`src/boot_strap_defines.svh`:
```
// Offsets, strap codes, clock selections and timing for the strap loader.
// Assumes inclusion by bare name from the strap loader design file.
`ifndef BOOT_STRAP_DEFINES_SVH
`define BOOT_STRAP_DEFINES_SVH

// Three-level strap reading, two bits per strap
`define TRIT_LO      2'h0
`define TRIT_HI      2'h1
`define TRIT_FL      2'h2

// Boot-mode strap codes, strap 2 in the top pair
`define PM_F00       6'h20
`define PM_F01       6'h21
`define PM_F11       6'h25
`define PM_F0F       6'h22
`define PM_F1F       6'h26
`define PM_1FF       6'h1a
`define PM_0F1       6'h09

// Reference frequency strap codes
`define FS_XTAL      3'h0
`define FS_EXT19     3'h4
`define FS_EXT26     3'h5
`define FS_EXT38     3'h6
`define FS_EXT52     3'h7

// PLL: reference over predivider gives 0.4 MHz, times 1000 is 400 MHz
`define PLL_MULT_VAL 10'h3e8
`define PREDIV_19    8'h30
`define PREDIV_26    8'h41
`define PREDIV_38    8'h60
`define PREDIV_52    8'h82

// Register byte offsets and fields
`define REG_CTRL     8'h00
`define REG_STAT     8'h04
`define CTRL_CPU_BIT 0
`define CTRL_DEV_BIT 1
`define HSIZE_WORD   3'h2
`define HTRANS_ACT   1

// Timing: soft reset pulse length and the clock period
`define SOFT_RST_NS  1000
`define CLK_PERIOD_NS 100

`endif

```
`src/boot_strap_pkg.sv`:
```
// Types shared by the strap loader and its bench.
// Assumes nothing beyond a SystemVerilog compiler.
package boot_strap_pkg;

    // Boot source chosen from the boot-mode straps
    typedef enum logic [2:0] {
        BOOT_SYNC_MUX,
        BOOT_ASYNC_MUX,
        BOOT_ASYNC_SRAM,
        BOOT_USB,
        BOOT_I2C,
        BOOT_SPI
    } boot_src_t;

    // Configuration handed to the boot loader and the PLL
    typedef struct packed {
        boot_src_t   source;       // Boot source
        logic        usb_fallback; // USB boot if source fails
        logic        ref_crystal;  // Crystal oscillator in use
        logic        ref_valid;    // Frequency straps were legal
        logic [9:0]  pll_mult;     // PLL feedback multiplier
        logic [7:0]  pll_prediv;   // PLL reference predivider
    } boot_cfg_t;

    // Captured straps
    typedef struct packed {
        logic [2:0]  freq;         // Frequency-select straps
        logic [5:0]  boot;         // Boot-mode straps, two bits each
    } strap_cap_t;

    // Bus address phase held for the data phase
    typedef struct packed {
        logic        valid;
        logic        write;
        logic [7:0]  addr;
    } ahb_req_t;

endpackage : boot_strap_pkg

```
`src/boot_strap_reset_clock_select.sv`:
```
// Strap loader: boot source and reference clock decode, hard and soft
// reset sequencing, with an AHB-Lite register slave.
// Assumes SYS_CLK at 10 MHz and straps stable around hard reset release.
//
// Notes on behaviour
// - Three-level boot straps select parallel or USB boot
// - I2C and SPI boot codes, some with USB fallback
// - Hard reset held means all pins high impedance
// - Hard reset release starts loader with decoded source
// - Control register bits request CPU or device reset
// - CPU reset keeps memory, firmware stays loaded
// - Device soft reset acts exactly as hard reset
// - Frequency straps pick crystal or external clock rate
// - PLL factors follow reference, core rate fixed
//
// Chosen here: the AHB-Lite slave port and the register addresses.
`timescale 1ns/1ps
`include "boot_strap_defines.svh"

module boot_strap_reset_clock_select #(
    parameter int SOFT_RST_CYCLES =
        (`SOFT_RST_NS + `CLK_PERIOD_NS - 1) / `CLK_PERIOD_NS
) (
    input  wire logic                   SYS_CLK,
    input  wire logic                   RST,
    input  wire logic                   HARD_RESET_N,
    input  wire logic [2:0]             BOOT_MODE_STRAPS_PU,
    input  wire logic [2:0]             BOOT_MODE_STRAPS_PD,
    input  wire logic [2:0]             REF_FREQ_SELECT_STRAPS,
    input  wire logic                   HSEL,
    input  wire logic [31:0]            HADDR,
    input  wire logic [1:0]             HTRANS,
    input  wire logic                   HWRITE,
    input  wire logic [2:0]             HSIZE,
    input  wire logic [31:0]            HWDATA,
    input  wire logic                   HREADY,
    output logic      [31:0]            HRDATA,
    output logic                        HREADYOUT,
    output logic                        HRESP,
    output logic                        CPU_RESET,
    output logic                        MEM_CLEAR,
    output logic                        IO_HIZ,
    output logic                        BOOT_START,
    output boot_strap_pkg::boot_cfg_t   BOOT_CFG
);

    localparam int CW = $clog2(SOFT_RST_CYCLES + 1);

    // Refuse pulse lengths the counters and checks cannot serve
    if (SOFT_RST_CYCLES < 2 || SOFT_RST_CYCLES > 255)
    begin : g_bad_len
        $error("SOFT_RST_CYCLES out of range");
    end

    // Pins from outside: reset pin, both strap readings, frequency
    logic [9:0]  pin_raw;                 // Raw pin vector
    logic [9:0]  meta_reg;                // First synchroniser stage
    logic [9:0]  sync_reg;                // Second synchroniser stage
    logic [5:0]  trit;                    // Decoded boot strap levels

    assign pin_raw = {HARD_RESET_N, BOOT_MODE_STRAPS_PU,
                      BOOT_MODE_STRAPS_PD, REF_FREQ_SELECT_STRAPS};

    // Two-stage synchroniser, second stage is the only reader
    always_ff @(posedge SYS_CLK)
    begin
        meta_reg <= pin_raw;
        sync_reg <= meta_reg;
    end

    // Strap reading with pull-up high and pull-down low means floating
    for (genvar i = 0; i < 3; i++)
    begin : g_trit
        logic pu;
        logic pd;
        assign pu = sync_reg[6 + i];
        assign pd = sync_reg[3 + i];
        assign trit[2*i +: 2] = (pu && pd)   ? `TRIT_HI :
                                (!pu && !pd) ? `TRIT_LO :
                                               `TRIT_FL;
    end

    // Reset sequencing state
    logic           hard_active;          // Hard reset pin held
    logic           glob;                 // Hard or device reset active
    logic [CW-1:0]  dev_cnt_reg;          // Device soft reset countdown
    logic [CW-1:0]  dev_cnt_next;
    logic [CW-1:0]  cpu_cnt_reg;          // CPU soft reset countdown
    logic [CW-1:0]  cpu_cnt_next;
    logic           glob_prev_reg;        // Last cycle's reset state
    logic           release_now;          // Reset ends this cycle
    logic           cpu_fire;             // Write asks CPU reset
    logic           dev_fire;             // Write asks device reset
    logic           ctrl_wr;              // Data phase write to control

    // Captured straps and decoded configuration
    boot_strap_pkg::strap_cap_t cap_reg;
    boot_strap_pkg::strap_cap_t cap_next;
    boot_strap_pkg::boot_cfg_t  cfg_reg;
    boot_strap_pkg::boot_cfg_t  cfg_next;
    boot_strap_pkg::boot_cfg_t  dec;      // Live decode of straps

    // Output flops
    logic cpu_rst_reg, cpu_rst_next;
    logic mem_clr_reg, mem_clr_next;
    logic io_hiz_reg,  io_hiz_next;
    logic boot_go_reg, boot_go_next;

    // Bus slave state
    boot_strap_pkg::ahb_req_t req_reg;
    boot_strap_pkg::ahb_req_t req_next;
    logic [31:0]              rdata_reg;
    logic [31:0]              rdata_next;
    logic [31:0]              stat_word;  // Status register image
    logic [31:0]              ctrl_word;  // Control register image

    assign hard_active = !sync_reg[9];
    assign glob        = hard_active || (dev_cnt_reg != '0);
    assign release_now = glob_prev_reg && !glob;
    assign ctrl_wr     = req_reg.valid && req_reg.write &&
                         (req_reg.addr == `REG_CTRL) && !glob;
    assign cpu_fire    = ctrl_wr && HWDATA[`CTRL_CPU_BIT];
    assign dev_fire    = ctrl_wr && HWDATA[`CTRL_DEV_BIT];

    // Decode the live straps into a boot and clock configuration
    always_comb
    begin
        dec              = '0;
        dec.source       = boot_strap_pkg::BOOT_USB;
        dec.pll_mult     = `PLL_MULT_VAL;
        dec.ref_valid    = 1'b1;
        // Boot source from the three-level straps
        case (trit)
            `PM_F00: dec.source = boot_strap_pkg::BOOT_SYNC_MUX;
            `PM_F01: dec.source = boot_strap_pkg::BOOT_ASYNC_MUX;
            `PM_F0F: dec.source = boot_strap_pkg::BOOT_ASYNC_SRAM;
            `PM_F11: dec.source = boot_strap_pkg::BOOT_USB;
            `PM_F1F:
            begin
                dec.source       = boot_strap_pkg::BOOT_I2C;
                dec.usb_fallback = 1'b1;
            end
            `PM_1FF: dec.source = boot_strap_pkg::BOOT_I2C;
            `PM_0F1:
            begin
                dec.source       = boot_strap_pkg::BOOT_SPI;
                dec.usb_fallback = 1'b1;
            end
            // Unlisted codes fall back to USB boot
            default: dec.source = boot_strap_pkg::BOOT_USB;
        endcase
        // Reference clock and PLL predivider from the frequency straps
        case (sync_reg[2:0])
            `FS_XTAL:
            begin
                dec.ref_crystal = 1'b1;
                dec.pll_prediv  = `PREDIV_19;
            end
            `FS_EXT19: dec.pll_prediv = `PREDIV_19;
            `FS_EXT26: dec.pll_prediv = `PREDIV_26;
            `FS_EXT38: dec.pll_prediv = `PREDIV_38;
            `FS_EXT52: dec.pll_prediv = `PREDIV_52;
            // Illegal setting: crystal timing, flagged invalid
            default:
            begin
                dec.ref_crystal = 1'b1;
                dec.pll_prediv  = `PREDIV_19;
                dec.ref_valid   = 1'b0;
            end
        endcase
    end

    // Next values for reset sequencing, capture and outputs
    always_comb
    begin
        dev_cnt_next = dev_cnt_reg;
        cpu_cnt_next = cpu_cnt_reg;
        cap_next     = cap_reg;
        cfg_next     = cfg_reg;
        // Device reset: a timed hard-reset equivalent
        if (hard_active)
            dev_cnt_next = '0;
        else if (dev_fire)
            dev_cnt_next = CW'(SOFT_RST_CYCLES);
        else if (dev_cnt_reg != '0)
            dev_cnt_next = dev_cnt_reg - 1'b1;
        // CPU reset: program counter only
        if (glob)
            cpu_cnt_next = '0;
        else if (cpu_fire)
            cpu_cnt_next = CW'(SOFT_RST_CYCLES);
        else if (cpu_cnt_reg != '0)
            cpu_cnt_next = cpu_cnt_reg - 1'b1;
        // Straps caught once as a full reset ends
        if (release_now)
        begin
            cap_next.freq = sync_reg[2:0];
            cap_next.boot = trit;
            cfg_next      = dec;
        end
        cpu_rst_next = glob || (cpu_cnt_reg != '0);
        mem_clr_next = glob;
        io_hiz_next  = glob;
        boot_go_next = release_now;
    end

    // Register the reset sequencing group
    always_ff @(posedge SYS_CLK)
    begin
        if (RST)
        begin
            dev_cnt_reg   <= '0;
            cpu_cnt_reg   <= '0;
            glob_prev_reg <= 1'b1;
            cap_reg       <= '0;
            cfg_reg       <= '0;
            cpu_rst_reg   <= 1'b1;
            mem_clr_reg   <= 1'b1;
            io_hiz_reg    <= 1'b1;
            boot_go_reg   <= 1'b0;
        end
        else
        begin
            dev_cnt_reg   <= dev_cnt_next;
            cpu_cnt_reg   <= cpu_cnt_next;
            glob_prev_reg <= glob;
            cap_reg       <= cap_next;
            cfg_reg       <= cfg_next;
            cpu_rst_reg   <= cpu_rst_next;
            mem_clr_reg   <= mem_clr_next;
            io_hiz_reg    <= io_hiz_next;
            boot_go_reg   <= boot_go_next;
        end
    end

    // Register images: pending resets, captured straps and decode
    assign ctrl_word = 32'({dev_cnt_reg != '0, cpu_cnt_reg != '0});
    assign stat_word = 32'({cap_reg, cfg_reg.source, cfg_reg.usb_fallback,
                            cfg_reg.ref_crystal, cfg_reg.ref_valid});

    // Bus slave: hold the address phase, prepare read data for the data
    always_comb
    begin
        req_next       = '0;
        rdata_next     = '0;
        req_next.valid = HSEL && HREADY && HTRANS[`HTRANS_ACT] &&
                         (HSIZE == `HSIZE_WORD);
        req_next.write = HWRITE;
        req_next.addr  = HADDR[7:0];
        // Reads answer in the data phase; unmapped reads give zero
        if (req_next.valid && !HWRITE)
        begin
            case (HADDR[7:0])
                `REG_CTRL: rdata_next = ctrl_word;
                `REG_STAT: rdata_next = stat_word;
                default:   rdata_next = '0;
            endcase
        end
    end

    // Register the bus slave group
    always_ff @(posedge SYS_CLK)
    begin
        if (RST)
        begin
            req_reg   <= '0;
            rdata_reg <= '0;
        end
        else
        begin
            req_reg   <= req_next;
            rdata_reg <= rdata_next;
        end
    end

    // Outputs straight from flops; slave is always ready, always OKAY
    assign HRDATA     = rdata_reg;
    assign HREADYOUT  = 1'b1 | RST;
    assign HRESP      = 1'b0 & RST;
    assign CPU_RESET  = cpu_rst_reg;
    assign MEM_CLEAR  = mem_clr_reg;
    assign IO_HIZ     = io_hiz_reg;
    assign BOOT_START = boot_go_reg;
    assign BOOT_CFG   = cfg_reg;
endmodule : boot_strap_reset_clock_select

```
`config.mk`:
```
export PLATFORM = sky130hd
export DESIGN_NAME = boot_strap_reset_clock_select
export DESIGN_NICKNAME = d
export VERILOG_FILES = /design/src/boot_strap_pkg.sv /design/src/boot_strap_reset_clock_select.sv
export VERILOG_INCLUDE_DIRS = /design/src /design/src/src
export SDC_FILE = /design/constraint.sdc
export NUM_CORES = 1
export LEC_CHECK = 0
export BUFFER_PORTS_ARGS = -buffer_cell sky130_fd_sc_hd__buf_2
export CORE_AREA = 2 2 89 91
export CTS_CLUSTER_SIZE = 10
export DETAILED_ROUTE_END_ITERATION = 8
export DIE_AREA = 0 0 91 93
export GPL_TIMING_DRIVEN = 0
export PLACE_DENSITY_LB_ADDON = 0.2
export SYNTH_ARGS = -nofsm -noshare
export SYNTH_HDL_FRONTEND = slang
export SYNTH_SLANG_ARGS = --single-unit
```
`constraint.sdc`:
```
create_clock -name SYS_CLK -period 2 [get_ports SYS_CLK]
set_clock_uncertainty 0.1 [all_clocks]
set_input_delay 0.1 -clock SYS_CLK [delete_from_list [all_inputs] [get_ports SYS_CLK]]
set_output_delay 0.1 -clock SYS_CLK [all_outputs]
set_load 0.01 [all_outputs]
```
==> run summary <==
CTS Root Cell: clkbuf_8
Initial antenna violation count: 0
Design Power: 3.37 mW
CORE AREA: 7530 µm²
Data arrival, critical path: 2.12 ns
Clock Tree Buf Depth: 2
Area growth, synth to finish: 37.1%
Syn. warnings: 0
Number of cells produced by synthesis: 294
Critical path data required time: 2.17 ns
Crit Path Class: in -> reg
Clock transition at path regs: 0.08 ns
Worst Tran Pin Value: 0.770 ns
Area leader, netlist: dfxtp_1
Cell Area, Placed: 3440 µm²
Max Clock Freq: 0.514 GHz
Largest net degree at the start of global routing: 13
Global placement routability congestion: 0.838
Design area: 3980 µm²
Crit-path leading delay family: simple AND/OR/NAND/NOR gates
Cell Area, Synth: 2900 µm²
Class of the worst hold path: in -> reg
GRT overflow: 0
Maximum VDD drop: 0.000440 V
Critical Path, Cell by Cell: dlygate4sd3_1 -> buf_2 -> or4_4 -> or4_4 -> buf_6 -> buf_12 -> nor3_4
CTS tree: built
Total track usage: 15.3%
Die ar.: 8460 µm²
Port bufs: 65
Synthesis-stage register bit count: 77
Share of the synthesized area in the top cell type: 53.1%
Relative slew margins: 48.7%
Dpl hpwl: 4250 µm
Vias/cell: 4.39
Routed Antenna Nets: 0
Slowest cell on crit path: dlygate4sd3_1
Final Max Slew Viols: 0
Synth cell types: 42
Crit-path max cell delay: 0.53 ns
Pwr Density: 848 nW/µm²
CP startpoint kind: input pin
Maxcap violations: 0
Share of post-route cells with drive strength above 1: 31.8%
Ys async rst share: 0%
Detailed Routing Iterations Pass 1: 4
Vias: 2283
Post-synth top flop: dfxtp_1
Boundary Pins: 146
Cell with the most instances after synthesis: dfxtp_1
Post-synth EDFFs: 0
Htree depth: 3
Finished Core Util: 52.8%
TritonCTS Buffers: 9
Endpoints failing hold: 0
# diodes: 0
WL per Instance: 11.8 µm
Initial Utilization: 38.5%
First-pass GRT wire length: 10100 µm
Max FFs per register: 15
Period utilization: 97.2%
Setup crit end kind: flip-flop
Synth cell count leaders: dfxtp_1 (77), buf_4 (32), a21oi_1 (23)
Avg Inst Size Synth: 9.87 µm²
Post-layout nets: 507
Vias in the first global route: 2111
Dominant cells by area after synthesis: dfxtp_1 (53%), buf_4 (8.3%), a21oi_1 (4.0%)
Pleak: 1.81 nW
Finish-stage setup viols: 0
Minimum clock period: 1.94 ns
Clock sinks: 77
Status: finished, final reports clean
Cell row count: 32
RSZ-0062 raised after global routing: false
Crit path buf inv count: 4
Final WL: 6110 µm
Die W: 91 µm
Setup TNS Final: 0 ns
Sequential area share after synthesis: 53.1%
Drt first-iter violations: 72
Skew-Pair Late Insertion Delay: 0.35 ns
Worst path most repeated cell: or4_4
# DRC: 0
Die Ht: 93 µm
Crit-path max FO: 6
==> cells in the final DEF, fill, tap and decap left out, types with 7 or more instances in the layout <==
cell type	instances
nor2b_1	10
conb_1	25
nand3_1	14
dfxtp_1	75
nor3_1	8
inv_1	22
ha_1	9
buf_2	63
nor3_2	8
dlygate4sd3_1	20
clkbuf_8	11
o21ai_0	15
a21oi_1	22
clkbuf_1	7
nand2_1	9
buf_4	33
==> power breakdown <==
group	internal [mW]	switching, mW	leakage, nW	total [mW]
Combinational	0.162	0.155	1.05	0.318
Clock	0.888	0.532	0.125	1.42
Sequential	1.59	0.0419	0.636	1.64
Total	2.64	0.729	1.81	3.37
==> metal layers <==
layer  global-route usage [%]  wire (µm)  part of all wire (%)
met1                     19.9       2860                    47
met2                     23.3       2780                    45
met3                     3.55        369                   6.0
met4                     9.09        106                   1.7
met5                        0          0                     0
==> metrics by stage <==
stage	hold WS (ns)	std cells	setup slack (ns)
5_1_grt	0.0345	520	0.00129
3_3_place_gp	0.103	484	0.0601
2_1_floorplan	0.0277	317	0.224
6_report	0.0148	520	0.0558
4_1_cts	0.00649	521	0.0127
3_5_place_dp	0.104	484	0.0408
==> worst paths after layout <==
path	start	end	slack, ns	cells after the start
worst min-delay path	RST	CPU_RESET	0.01	3
worst max register to register	dev_cnt_reg[1]	BOOT_CFG[0]	0.08	4
worst min register to register	meta_reg[7]	sync_reg[7]	0.23	0
worst max-delay path	HADDR[0]	HRDATA[7]	0.06	7
==> kinds of logic after synthesis <==
kind of cell               after synthesis  share of synthesized area [%]
and+or+nand+nor                         84                           18.4
DFF                                     77                           53.1
buffers and inverters                   68                           13.3
AOI/OAI and AO/OA                       52                           10.5
adders and majority gates                9                           3.88
xor gates and xnor gates                 2                          0.604
other                                    2                          0.259
==> worst register-to-register path, cell delays in order, from the launching register on <==
cell	delay, ns
dfxtp_2	0.36
or4_1	0.52
buf_2	0.18
or4_1	0.54
a21oi_2	0.15
==> what timing repair did <==
item / 4_1_cts / 5_1_grt
hold endpoints to repair: 24 / 0
setup endpoints to repair: 0 / 37
hold buffers: 22 / 0
setup buffers: 0 / 1
resized for setup: 0 / 18
==> cell type report <==
type / count / area (µm²)
Fill cell: 722 / 3550
Sequential cell: 77 / 1540
Multi-Input combinational cell: 172 / 1090
Inverter: 23 / 86.3
Timing Repair Buffer: 86 / 568
Tap cell: 102 / 128
Buffer: 45 / 315
Clock buffer: 11 / 151
Clock inverter: 4 / 95.1
No activity file was read; power rests on OpenSTA's default activity.
